[config.mk]
export PLATFORM = sky130hd
export DESIGN_NAME = mct_timer
export DESIGN_NICKNAME = d
export VERILOG_FILES = /design/src/rtl/mct_pkg.sv /design/src/rtl/mct_axil_slave.sv /design/src/rtl/mct_timer.sv
export SDC_FILE = /design/constraint.sdc
export NUM_CORES = 1
export LEC_CHECK = 0
export BUFFER_PORTS_ARGS = -buffer_cell sky130_fd_sc_hd__buf_2
export CAP_MARGIN = 5
export CORE_ASPECT_RATIO = 1.2
export CORE_MARGIN = 5
export CORE_UTILIZATION = 50
export CTS_CLUSTER_SIZE = 28
export DETAILED_ROUTE_END_ITERATION = 8
export PLACE_DENSITY = 0.73
export SYNTH_ARGS = -nofsm -noshare
export SYNTH_HDL_FRONTEND = slang
export SYNTH_HIERARCHICAL = 1
export SYNTH_SLANG_ARGS = --single-unit
[constraint.sdc]
create_clock -name core_clk -period 35.7 [get_ports core_clk]
set_input_delay 1.785 -clock core_clk [delete_from_list [all_inputs] [get_ports core_clk]]
set_output_delay 1.785 -clock core_clk [all_outputs]
set_load 0.01 [all_outputs]
[src/rtl/mct_pkg.sv]
// constants, types and helpers shared by the match/capture timer files
// assumes a single 100 MHz clock domain and an AXI4-Lite register port
package mct_pkg;

    localparam int CH = 4;                    // match and capture channels
    localparam int AW = 8;                    // register address bits used

    // --------------------------------------------------------------
    // register byte offsets
    // --------------------------------------------------------------
    localparam logic [AW-1:0] OFS_CTRL = 8'h00; // enable, counter reset
    localparam logic [AW-1:0] OFS_TC = 8'h04;   // timer count
    localparam logic [AW-1:0] OFS_PR = 8'h08;   // prescale limit
    localparam logic [AW-1:0] OFS_PC = 8'h0c;   // prescale count, read only
    localparam logic [AW-1:0] OFS_MCR = 8'h10;  // match actions
    localparam logic [AW-1:0] OFS_MR0 = 8'h14;  // match values, 4 words
    localparam logic [AW-1:0] OFS_CCR = 8'h24;  // capture edges and irq
    localparam logic [AW-1:0] OFS_CR0 = 8'h28;  // capture values, 4 words
    localparam logic [AW-1:0] OFS_EMR = 8'h38;  // output state and actions
    localparam logic [AW-1:0] OFS_IST = 8'h3c;  // irq status, read only
    localparam logic [AW-1:0] OFS_ICLR = 8'h40; // irq clear, write only
    localparam logic [AW-1:0] OFS_IEN = 8'h44;  // irq enable
    localparam logic [AW-1:0] OFS_CSEL = 8'h48; // capture pin routing
    localparam logic [AW-1:0] OFS_OSEL = 8'h4c; // output pin routing
    localparam logic [AW-1:0] OFS_LAST = 8'h4c;

    // --------------------------------------------------------------
    // field positions
    // --------------------------------------------------------------
    localparam int CTRL_EN = 0;
    localparam int CTRL_RST = 1;
    localparam int MCR_INT = 0;
    localparam int MCR_RST = 1;
    localparam int MCR_STOP = 2;
    localparam int MCR_STRIDE = 3;
    localparam int CCR_RISE = 0;
    localparam int CCR_FALL = 1;
    localparam int CCR_INT = 2;
    localparam int CCR_STRIDE = 3;
    localparam int EMR_ACT_LSB = 4;
    localparam int EMR_STRIDE = 2;
    localparam int CSEL_AND = 4;
    localparam int CSEL_STRIDE = 8;
    localparam int OSEL_STRIDE = 2;
    localparam int IST_CAP_LSB = 4;

    localparam logic [31:0] RST_WORD = 32'h0000_0000;
    localparam logic [1:0] RESP_OKAY = 2'b00;
    localparam logic [1:0] RESP_SLVERR = 2'b10;

    typedef enum logic [1:0] {
        EM_NONE = 2'b00,
        EM_LOW = 2'b01,
        EM_HIGH = 2'b10,
        EM_TOGGLE = 2'b11
    } mct_emact_type;

    // gray along idle -> ack -> resp
    typedef enum logic [1:0] {
        BS_IDLE = 2'b00,
        BS_ACK = 2'b01,
        BS_RESP = 2'b11
    } mct_bus_state_type;

    typedef struct packed {
        logic en;
        logic [AW-1:0] addr;
        logic [31:0] data;
        logic [3:0] strb;
    } mct_wr_type;

    // aligned and inside the map
    function automatic logic addr_ok(input logic [AW-1:0] a);
        addr_ok = (a[1:0] == 2'b00) && (a <= OFS_LAST);
    endfunction

    // byte-lane merge of a write into an old word
    function automatic logic [31:0] wmerge(input logic [31:0] old,
                                           input logic [31:0] d,
                                           input logic [3:0] s);
        logic [31:0] r;
        r = old;
        for (int b = 0; b < 4; b++) begin
            if (s[b]) begin
                r[b*8 +: 8] = d[b*8 +: 8];
            end
        end
        wmerge = r;
    endfunction

endpackage

[src/rtl/mct_axil_slave.sv]
// AXI4-Lite slave front end for the match/capture timer
// assumes the master holds valid and payload until taken; runs on core_clk
`timescale 1ns/100ps
`default_nettype none
module mct_axil_slave import mct_pkg::*; (
    input wire logic clk,                 // core clock
    input wire logic rst_n,               // synchronised reset
    input wire logic [AW-1:0] awaddr,     // write address
    input wire logic awvalid,             // write address valid
    output logic awready,                 // write address taken
    input wire logic [31:0] wdata,        // write data
    input wire logic [3:0] wstrb,         // byte enables
    input wire logic wvalid,              // write data valid
    output logic wready,                  // write data taken
    output logic [1:0] bresp,             // write response
    output logic bvalid,                  // write response valid
    input wire logic bready,              // master takes response
    input wire logic [AW-1:0] araddr,     // read address
    input wire logic arvalid,             // read address valid
    output logic arready,                 // read address taken
    output logic [31:0] rdata,            // read data
    output logic [1:0] rresp,             // read response
    output logic rvalid,                  // read data valid
    input wire logic rready,              // master takes read data
    input wire logic [31:0] rd_word,      // register mux at araddr
    output mct_wr_type wr                 // one-cycle write strobe
);
    mct_bus_state_type wst_r;
    mct_bus_state_type rst_r;

    // --------------------------------------------------------------
    // write channel
    // --------------------------------------------------------------
    // waits for address and data together so one edge takes both
    always_ff @(posedge clk or negedge rst_n) begin
        if (!rst_n) begin
            wst_r <= BS_IDLE;
            bvalid <= 1'b0;
            bresp <= RESP_OKAY;
        end else begin
            case (wst_r)
                BS_IDLE: begin
                    if (awvalid && wvalid) begin
                        wst_r <= BS_ACK;
                    end
                end
                BS_ACK: begin
                    wst_r <= BS_RESP;
                    bvalid <= 1'b1;
                    bresp <= addr_ok(awaddr) ? RESP_OKAY : RESP_SLVERR;
                end
                BS_RESP: begin
                    if (bready) begin
                        wst_r <= BS_IDLE;
                        bvalid <= 1'b0;
                    end
                end
                default: wst_r <= BS_IDLE;
            endcase
        end
    end

    assign awready = (wst_r == BS_ACK);
    assign wready = (wst_r == BS_ACK);
    assign wr.en = (wst_r == BS_ACK) && addr_ok(awaddr);
    assign wr.addr = awaddr;
    assign wr.data = wdata;
    assign wr.strb = wstrb;

    // --------------------------------------------------------------
    // read channel
    // --------------------------------------------------------------
    always_ff @(posedge clk or negedge rst_n) begin
        if (!rst_n) begin
            rst_r <= BS_IDLE;
            rvalid <= 1'b0;
            rdata <= RST_WORD;
            rresp <= RESP_OKAY;
        end else begin
            case (rst_r)
                BS_IDLE: begin
                    if (arvalid) begin
                        rst_r <= BS_ACK;
                    end
                end
                BS_ACK: begin
                    rst_r <= BS_RESP;
                    rvalid <= 1'b1;
                    rdata <= addr_ok(araddr) ? rd_word : RST_WORD;
                    rresp <= addr_ok(araddr) ? RESP_OKAY : RESP_SLVERR;
                end
                BS_RESP: begin
                    if (rready) begin
                        rst_r <= BS_IDLE;
                        rvalid <= 1'b0;
                    end
                end
                default: rst_r <= BS_IDLE;
            endcase
        end
    end

    assign arready = (rst_r == BS_ACK);

endmodule
`default_nettype wire

[src/rtl/mct_timer.sv]
// match/capture timer: prescaled 32-bit count, four match and four capture
// channels, pin routing, sticky interrupts, AXI4-Lite registers
// assumes capture pins are asynchronous; outputs drive pins directly
//
// Behaviour
// - 32-bit count paced by 32-bit prescaler
// - four match values compared with count
// - match continues, stops or resets; optional irq
// - four captures latch count on edge; optional irq
// - match pins go low, high, toggle, hold
// - pins combine OR/AND, outputs broadcast
`timescale 1ns/100ps
`default_nettype none
module mct_timer import mct_pkg::*; (
    input wire logic core_clk,            // 100 MHz clock
    input wire logic nrst,                // async reset, active low
    input wire logic [AW-1:0] s_awaddr,   // write address
    input wire logic s_awvalid,           // write address valid
    output logic s_awready,               // write address taken
    input wire logic [31:0] s_wdata,      // write data
    input wire logic [3:0] s_wstrb,       // byte enables
    input wire logic s_wvalid,            // write data valid
    output logic s_wready,                // write data taken
    output logic [1:0] s_bresp,           // write response
    output logic s_bvalid,                // write response valid
    input wire logic s_bready,            // response taken
    input wire logic [AW-1:0] s_araddr,   // read address
    input wire logic s_arvalid,           // read address valid
    output logic s_arready,               // read address taken
    output logic [31:0] s_rdata,          // read data
    output logic [1:0] s_rresp,           // read response
    output logic s_rvalid,                // read data valid
    input wire logic s_rready,            // read data taken
    input wire logic [CH-1:0] cap_pin,    // capture pins, async
    output logic [CH-1:0] match_pin,      // match output pins
    output logic irq                      // level interrupt
);
    logic rst_sync1_r;
    logic rst_n;
    mct_wr_type wr;
    logic [31:0] rd_word;
    logic [31:0] ctrl_r, pr_r, mcr_r, ccr_r, emr_r, ien_r, csel_r, osel_r;
    logic [31:0] tc_r, pc_r;
    logic [31:0] mr_r [CH];
    logic [31:0] cr_r [CH];
    logic [2*CH-1:0] ist_r;
    logic [CH-1:0] cap_s1_r, cap_s2_r, comb, comb_prev_r, cap_hit;
    logic [CH-1:0] m_hit, m_rst, m_stop, m_int, c_int;
    logic tick;

    // --------------------------------------------------------------
    // reset release
    // --------------------------------------------------------------
    always_ff @(posedge core_clk or negedge nrst) begin
        if (!nrst) begin
            rst_sync1_r <= 1'b0;
            rst_n <= 1'b0;
        end else begin
            rst_sync1_r <= 1'b1;
            rst_n <= rst_sync1_r;
        end
    end

    mct_axil_slave u_bus (
        .clk(core_clk),
        .rst_n(rst_n),
        .awaddr(s_awaddr),
        .awvalid(s_awvalid),
        .awready(s_awready),
        .wdata(s_wdata),
        .wstrb(s_wstrb),
        .wvalid(s_wvalid),
        .wready(s_wready),
        .bresp(s_bresp),
        .bvalid(s_bvalid),
        .bready(s_bready),
        .araddr(s_araddr),
        .arvalid(s_arvalid),
        .arready(s_arready),
        .rdata(s_rdata),
        .rresp(s_rresp),
        .rvalid(s_rvalid),
        .rready(s_rready),
        .rd_word(rd_word),
        .wr(wr)
    );

    // --------------------------------------------------------------
    // per-channel match and capture terms
    // --------------------------------------------------------------
    // prescaler limit tick
    assign tick = ctrl_r[CTRL_EN] && !ctrl_r[CTRL_RST] && (pc_r == pr_r);

    for (genvar i = 0; i < CH; i++) begin : g_ch
        assign m_hit[i] = tick && (tc_r == mr_r[i]);
        assign m_rst[i] = m_hit[i] && mcr_r[i*MCR_STRIDE + MCR_RST];
        assign m_stop[i] = m_hit[i] && mcr_r[i*MCR_STRIDE + MCR_STOP];
        assign m_int[i] = m_hit[i] && mcr_r[i*MCR_STRIDE + MCR_INT];
        // OR or AND over the selected capture pins
        assign comb[i] = csel_r[i*CSEL_STRIDE + CSEL_AND]
            ? &(cap_s2_r | ~csel_r[i*CSEL_STRIDE +: CH])
            : |(cap_s2_r & csel_r[i*CSEL_STRIDE +: CH]);
        assign cap_hit[i] =
            (comb[i] && !comb_prev_r[i] && ccr_r[i*CCR_STRIDE + CCR_RISE])
            || (!comb[i] && comb_prev_r[i]
                && ccr_r[i*CCR_STRIDE + CCR_FALL]);
        assign c_int[i] = cap_hit[i] && ccr_r[i*CCR_STRIDE + CCR_INT];

        // two-stage synchroniser for each capture pin
        always_ff @(posedge core_clk or negedge rst_n) begin
            if (!rst_n) begin
                cap_s1_r[i] <= 1'b0;
                cap_s2_r[i] <= 1'b0;
                comb_prev_r[i] <= 1'b0;
            end else begin
                cap_s1_r[i] <= cap_pin[i];
                cap_s2_r[i] <= cap_s1_r[i];
                comb_prev_r[i] <= comb[i];
            end
        end

        always_ff @(posedge core_clk or negedge rst_n) begin
            if (!rst_n) begin
                cr_r[i] <= RST_WORD;
            end else if (cap_hit[i]) begin
                cr_r[i] <= tc_r;
            end
        end

        // match value registers
        always_ff @(posedge core_clk or negedge rst_n) begin
            if (!rst_n) begin
                mr_r[i] <= RST_WORD;
            end else if (wr.en && wr.addr == OFS_MR0 + AW'(4 * i)) begin
                mr_r[i] <= wmerge(mr_r[i], wr.data, wr.strb);
            end
        end

        // external output action on match; hardware beats software
        always_ff @(posedge core_clk or negedge rst_n) begin
            if (!rst_n) begin
                emr_r[i] <= 1'b0;
            end else if (m_hit[i]) begin
                case (mct_emact_type'(emr_r[EMR_ACT_LSB + i*EMR_STRIDE +:
                                            EMR_STRIDE]))
                    EM_LOW: emr_r[i] <= 1'b0;
                    EM_HIGH: emr_r[i] <= 1'b1;
                    EM_TOGGLE: emr_r[i] <= !emr_r[i];
                    default: emr_r[i] <= emr_r[i];
                endcase
            end else if (wr.en && wr.addr == OFS_EMR && wr.strb[0]) begin
                emr_r[i] <= wr.data[i];
            end
        end

        // each pin follows any one match output, so one can broadcast
        always_ff @(posedge core_clk or negedge rst_n) begin
            if (!rst_n) begin
                match_pin[i] <= 1'b0;
            end else begin
                match_pin[i] <= emr_r[osel_r[i*OSEL_STRIDE +: OSEL_STRIDE]];
            end
        end
    end

    // --------------------------------------------------------------
    // counter and prescaler
    // --------------------------------------------------------------
    // prescaled timer count
    always_ff @(posedge core_clk or negedge rst_n) begin
        if (!rst_n) begin
            tc_r <= RST_WORD;
            pc_r <= RST_WORD;
        end else if (ctrl_r[CTRL_RST]) begin
            tc_r <= RST_WORD;
            pc_r <= RST_WORD;
        end else if (wr.en && wr.addr == OFS_TC) begin
            tc_r <= wmerge(tc_r, wr.data, wr.strb);
        end else if (tick) begin
            pc_r <= RST_WORD;
            // reset on match wins over the increment
            tc_r <= (|m_rst) ? RST_WORD : tc_r + 32'h0000_0001;
        end else if (ctrl_r[CTRL_EN]) begin
            pc_r <= pc_r + 32'h0000_0001;
        end
    end

    // --------------------------------------------------------------
    // control and configuration registers
    // --------------------------------------------------------------
    // stop on match clears the enable
    always_ff @(posedge core_clk or negedge rst_n) begin
        if (!rst_n) begin
            ctrl_r <= RST_WORD;
        end else if (|m_stop) begin
            ctrl_r[CTRL_EN] <= 1'b0;
        end else if (wr.en && wr.addr == OFS_CTRL) begin
            ctrl_r <= wmerge(ctrl_r, wr.data, wr.strb) & 32'h0000_0003;
        end
    end

    // plain read/write configuration words
    always_ff @(posedge core_clk or negedge rst_n) begin
        if (!rst_n) begin
            pr_r <= RST_WORD;
            mcr_r <= RST_WORD;
            ccr_r <= RST_WORD;
            ien_r <= RST_WORD;
            csel_r <= RST_WORD;
            osel_r <= RST_WORD;
            emr_r[31:CH] <= '0;
        end else if (wr.en) begin
            case (wr.addr)
                OFS_PR: pr_r <= wmerge(pr_r, wr.data, wr.strb);
                OFS_MCR: mcr_r <= wmerge(mcr_r, wr.data, wr.strb);
                OFS_CCR: ccr_r <= wmerge(ccr_r, wr.data, wr.strb);
                OFS_IEN: ien_r <= wmerge(ien_r, wr.data, wr.strb);
                OFS_CSEL: csel_r <= wmerge(csel_r, wr.data, wr.strb);
                OFS_OSEL: osel_r <= wmerge(osel_r, wr.data, wr.strb);
                OFS_EMR: emr_r[31:CH] <=
                    (32-CH)'(wmerge(emr_r, wr.data, wr.strb) >> CH);
                default: pr_r <= pr_r;
            endcase
        end
    end

    // --------------------------------------------------------------
    // interrupts
    // --------------------------------------------------------------
    // sticky status; a new event beats a clear in the same cycle
    always_ff @(posedge core_clk or negedge rst_n) begin
        if (!rst_n) begin
            ist_r <= '0;
        end else begin
            ist_r <= (ist_r & ~((wr.en && wr.addr == OFS_ICLR)
                                ? wr.data[2*CH-1:0] : '0))
                     | {c_int, m_int};
        end
    end

    // registered level output, one cycle behind the status
    always_ff @(posedge core_clk or negedge rst_n) begin
        if (!rst_n) begin
            irq <= 1'b0;
        end else begin
            irq <= |(ist_r & ien_r[2*CH-1:0]);
        end
    end

    // --------------------------------------------------------------
    // read mux
    // --------------------------------------------------------------
    always_comb begin
        rd_word = RST_WORD;
        case (s_araddr)
            OFS_CTRL: rd_word = ctrl_r;
            OFS_TC: rd_word = tc_r;
            OFS_PR: rd_word = pr_r;
            OFS_PC: rd_word = pc_r;
            OFS_MCR: rd_word = mcr_r;
            OFS_CCR: rd_word = ccr_r;
            OFS_EMR: rd_word = emr_r;
            OFS_IST: rd_word = {24'h00_0000, ist_r};
            OFS_IEN: rd_word = ien_r;
            OFS_CSEL: rd_word = csel_r;
            OFS_OSEL: rd_word = osel_r;
            default: begin
                for (int k = 0; k < CH; k++) begin
                    if (s_araddr == OFS_MR0 + AW'(4 * k)) begin
                        rd_word = mr_r[k];
                    end
                    if (s_araddr == OFS_CR0 + AW'(4 * k)) begin
                        rd_word = cr_r[k];
                    end
                end
            end
        endcase
    end

endmodule
`default_nettype wire

After elaboration in Yosys (flattened, before gate mapping)
Index checks and enable logic that the tools add are counted.
{ "totals": {"input_bits": 63, "wordCells": 392, "ff_bits": 615, "out_inout_bits": 46} }
{ "classes": {"n_mux": 62, "order_cmp": 6, "addsub": 2, "bitwise": 17, "n_reduce_logical": 154, "eq_ne": 65} }
{ "ops": {"columns": ["op", "count"], "rows": [
  ["two-way mux 32 bit", 17],
  ["case mux 32 bit (11 select lines)", 1],
  ["equality test 32 bit", 5],
  ["equality test 8 x 6 -> 1 bit, second input constant", 11],
  ["AND reduction 3 bit", 29],
  ["adder 32 x 1 -> 32 bit, second input constant", 2],
  ["equality test 8 x 5 -> 1 bit, second input constant", 8],
  ["AND reduction 2 bit", 30],
  ["equality test 8 x 7 -> 1 bit, second input constant", 7],
  ["logical AND 1 bit", 51],
  ["two-way mux 8 bit", 5],
  ["equality test 8 x 4 -> 1 bit, second input constant", 3],
  ["< comparator 2 x 6 -> 1 bit, second input constant", 4],
  ["OR reduction 4 bit", 6],
  ["two-way mux 1 bit", 21],
  ["equality test 2 bit, second input constant", 10],
  ["AND 4 bit", 4],
  ["AND 8 bit", 2],
  ["equality test 8 x 3 -> 1 bit, second input constant", 2],
  ["less-or-equal comparator 8 x 7 -> 1 bit, second input constant", 2],
  ["logical NOT 8 bit", 2],
  ["inequality test 4 x 1 -> 1 bit, second input constant", 4],
  ["NOT 4 bit", 4],
  ["OR 4 bit", 4],
  ["19 further kinds", 72]
]} }

Depth between registers and ports, before layout
{ "logic_depth": {"ltp_word": 11, "mapped_depth": 12, "depth_no_buf": 10} }

Cells and area by module
The synthesis kept the hierarchy.
{ "by_module_without_submodules": {"columns": ["mod", "seq_area_each_um2", "instances", "area_per_inst_um2", "cells_each"], "rows": [
  ["mct_timer", 14338.8, 1, 28528.6, 2468],
  ["mct_axil_slave", 1001.0, 1, 2074.5, 218]
]} }

Worst setup path before layout
No wires, ideal clock.
{ "synth_timing": {"path_type": "in2reg", "from": "input s_awaddr[5]", "to": "register tc_r[31]", "stages": 10, "setup_slack_ps": 31458, "required_time_ps": 35569, "arrival_ps": 4111, "path_cell_list": "buf_4 -> nor4_1 -> and3_1 -> buf_4 -> nor2_1 -> a21o_1 -> buf_6 -> a21oi_4 -> mux2_1 -> or3_1"} }
{ "synth_between": {"elab_chain_cells": 6, "elab_cells_between_ends": 10, "cone_classes": "order compare (1); eq/ne (2); mux (2); reduce/logical (5)"} }
{ "synth_lines": {"columns": ["item", "line_no", "source"], "rows": [
  ["from (decl)", "mct_timer.sv:17", "input wire logic [AW-1:0] s_awaddr,"],
  ["less-or-equal comparator 8 x 7 -> 1 bit", "mct_pkg.sv:74", "addr_ok = (a[1:0] == 2'b00) && (a <= OFS_LAST);"],
  ["logical AND 1 bit", "mct_pkg.sv:74", null],
  ["logical AND 1 bit", "mct_axil_slave.sv:65", "assign wr.en = (wst_r == BS_ACK) && addr_ok(awaddr);"],
  ["logical AND 1 bit (*)", "mct_timer.sv:177", "end else if (wr.en && wr.addr == OFS_TC) begin"],
  ["inequality test 3 bit (no source line) (tied with other cells)", null, null],
  ["AND reduction 2 bit (no source line) / two-way mux 32 bit (equally long branches)", null, null],
  ["to (signal assigned)", "mct_timer.sv:178", "tc_r <= wmerge(tc_r, wr.data, wr.strb);"],
  ["to (signal assigned)", "mct_timer.sv:182", "tc_r <= (|m_rst) ? RST_WORD : tc_r + 32'h0000_0001;"],
  ["to (decl)", "mct_timer.sv:43", "logic [31:0] tc_r, pc_r;"]
]} }
Mark *: on every way between the ends. The rest lies on a longest branch, timed or not.
A chain may end at the register's enable or synchronous reset.

Final worst setup path
Same ends and word-level chain as after synthesis.

==> results.yml <==
synth:
  synth_adder_area_share: 0.00409
  synth_edf_count: 0
  ys.flop_type: "dfrtp_1"
  ys_async_sr_fraction: 1.00
  synth_mux_area_frac: 0.183
  synth_xor_area_frac: 0.0515
  synth_area_per_cell_um2: 11.4
  synth_cells: 2686
  ys_ff_latch: 613
  synth_compound_area_frac: 0.114
  ys_seq_area_frac: 0.501
  yosysWarnings: 6
  synth_top_family_by_area: "multiplexers"
  netlist_area_um2: 30600
  synth_cell_types: 70
  synth_simple_gate_area_share: 0.102
timing:
  tightest_slew_ns: 1.32
  skew_ns: 0.0263
  fin_crit_ns: 4.48
  hold_violations: 0
  fin_crit_sh: 0.126
  drv_slew: 0
  fin_setup_tns_ns: 0
  finalSetupViolCount: 0
  rsz0062_at_grt: "false"
  max_freq_mhz: 223
  maxSlewHeadroom: 0.116
  timing.final.ws_setup_ns: 31.22
worst_setup_path:
  startpoint_type: "input pin"
  criticalPathCategory: "in -> reg"
  path_max_fanout: 27
  end_kind: "flop"
  cp.arrival_ns: 5.00
  required_ns: 36.21
power_and_ir_drop:
  peakVddDrop_mv: 0.0376
  leakagePower_nw: 16.6
  power_density_nw_per_um2: 44.5
floorplan:
  die_x_um: 236
  fp.dieH_um: 281
  num_rows: 99
  die-area_um2: 66300
  coreArea_um2: 60700
  io_pins: 109
  initial_core_util: 0.504
clocking:
  cts_tree: "yes"
  postCtsSetupBuffers: 0
  cts_hold_buf: 0
  worstSkewPairLatency_ns: 0.64
  clkTransAtPathRegs_ns: 0.07
  clockBufferDepth: 3
  ctsHtreeMaxLevel: 2
  cts_resized: 0
  clock_sinks: 613
  cts_root_buffer: "clkbuf_16"
  cts_buffers: 61
drt:
  drt-total-wl_um: 107000
  wl_per_cell_um: 30.7
  first_pass_iters: 6
  drtIter0Drc: 3112
  drc: 0
  drt-vias-per-instance: 6.74
  drtAntennaViolNets: 0
  num_vias: 23600
job:
  maxCapViolations: 0
placed_design:
  hpwl_um: 74100
  portBuffers: 106
  pre_cts_ws_ns: 30.65
  gp_congestion: 1.04
grt:
  grt_pass1_vias: 23800
  overflow: 0
  grt_usage: 0.316
  grt_pass1_wl_um: 158000
  antenna_found_initial: 2
  grt_max_degree: 182
finish:
  fillCellCount: 5111
  final_common_cell: "dfrtp_1"
  layout_common_cells: "612 x dfrtp_1, 476 x mux2_2, 226 x nand2_1, 181 x a22oi_1, 171 x xor2_1"
  drive_above_1_share: 0.290
  syn_to_final_growth_pct: 9.47
  nets: 2717
min_path:
  hold_class: "reg -> reg"
run_status:
  status: "completed"
-- worst paths after layout --
path / cells past startpoint / endpoint / slack (ns) / from
hold reg to reg: 0 / cap_s2_r[0]$_DFF_PN0_ / 0.35 / cap_s1_r[0]$_DFF_PN0_
hold / removal: 0 / cap_s2_r[0]$_DFF_PN0_ / 0.35 / cap_s1_r[0]$_DFF_PN0_
min in group asynchronous: 0 / cap_s1_r[0]$_DFF_PN0_ / 0.49 / rst_n$_DFF_PN0_
setup reg to reg: 8 / tc_r[16]$_DFFE_PN0P_ / 31.40 / tc_r[3]$_DFFE_PN0P_
setup / recovery: 9 / tc_r[31]$_DFFE_PN0P_ / 31.22 / s_awaddr[5]
max in group asynchronous: 3 / u_bus/rdata[11]$_DFFE_PN0P_ / 32.05 / rst_n$_DFF_PN0_
-- worst max-delay path, cell delays in order --
cell,delay [ns]
buf_2,0.13
nor4_1,0.68
and3_1,0.65
nor2_1,0.26
a21o_1,0.23
buf_4,0.23
a21oi_4,0.29
mux2_1,0.36
or3_1,0.36
-- logic make-up after synthesis --
kind of cell	count (synthesis)
compound gates	462
xor+xnor	180
fa+ha+maj	10
buf+inv	278
flops	613
mux	495
other cells	2
simple gates	646
-- per-layer routing --
metal / up-vias / track usage / part of all wire
li1: 9691 / - / -
met1: 12100 / 0.399 / 0.37
met2: 1474 / 0.493 / 0.45
met3: 328 / 0.0863 / 0.11
met4: 4 / 0.179 / 0.071
met5: - / 0.0188 / 0.0017
-- cell type report --
type	instances	area (um2)	area share
tap	808	1010	0.0302
antenna	1	2.50	0.0000747
inverter	35	136	0.00407
clock buffer	96	1870	0.0558
multi-input combinational	1796	14000	0.419
sequential	613	15300	0.458
clock inverter	18	323	0.00964
timing repair buffer	137	788	0.0235
-- per-stage QoR --
step / hold WS [ns] / utilization / power [W] / cells / cell area [um2]
after floorplan: 0.331 / - / 0.000773 / 2687 / 30600
after global placement: 0.336 / 0.516 / 0.000796 / 3389 / 31300
after detailed placement: 0.339 / 0.516 / 0.000798 / 3389 / 31300
after CTS: 0.353 / 0.552 / 0.00149 / 3503 / 33500
after global routing: 0.365 / 0.552 / 0.00153 / 3503 / 33500
final: 0.349 / 0.552 / 0.00149 / 3504 / 33500
-- report_power, final --
group	switching [W]	internal, W	leakage, nW
clock	0.000280	0.000423	1.08
sequential	0.00000740	0.000701	8.51
combinational	0.0000625	0.0000148	7.06
total	0.000350	0.00114	16.6
-- cell usage after synthesis (all sizes together), types with 5 or more instances --
| cell type | n | area share |
|---|---|---|
| nor2 | 102 | 0.013 |
| nor3 | 65 | 0.011 |
| mux2 | 477 | 0.18 |
| a32oi | 6 | 0.0017 |
| a31oi | 33 | 0.0070 |
| xnor2 | 9 | 0.0026 |
| buf | 103 | 0.023 |
| mux2i | 14 | 0.0046 |
| a22oi | 181 | 0.044 |
| a222oi | 27 | 0.0088 |
| nor2b | 12 | 0.0025 |
| or3 | 10 | 0.0020 |
| nand4 | 23 | 0.0047 |
| o21ai | 60 | 0.012 |
| or4b | 5 | 0.0016 |
| o221ai | 8 | 0.0023 |
| clkbuf | 140 | 0.017 |
| and2 | 11 | 0.0022 |
| and3 | 22 | 0.0045 |
| nand3 | 89 | 0.015 |
| nor3b | 6 | 0.0015 |
| or2 | 6 | 0.0012 |
| a221oi | 35 | 0.010 |
| dfrtp | 613 | 0.50 |
| a211oi | 6 | 0.0015 |
| inv | 34 | 0.0042 |
| nand2b | 6 | 0.0015 |
| nand2 | 227 | 0.028 |
| ha | 10 | 0.0041 |
| nor4 | 51 | 0.011 |
| a21oi | 36 | 0.0065 |
| xor2 | 171 | 0.049 |
| a22o | 46 | 0.013 |
-- state kept, by name, summed over array words and instances (netlist names), 2 cells and up --
signal / count
tc_r: 32
csel_r: 32
ccr_r: 32
cr_r: 128
osel_r: 32
u_bus/rst_r: 2
mcr_r: 32
pc_r: 32
ctrl_r: 2
pr_r: 32
emr_r: 32
match_pin: 4
u_bus/rdata: 32
ien_r: 32
cap_s2_r: 4
comb_prev_r: 4
u_bus/wst_r: 2
ist_r: 8
mr_r: 128
cap_s1_r: 4
No activity file was read; power rests on OpenSTA's default activity.
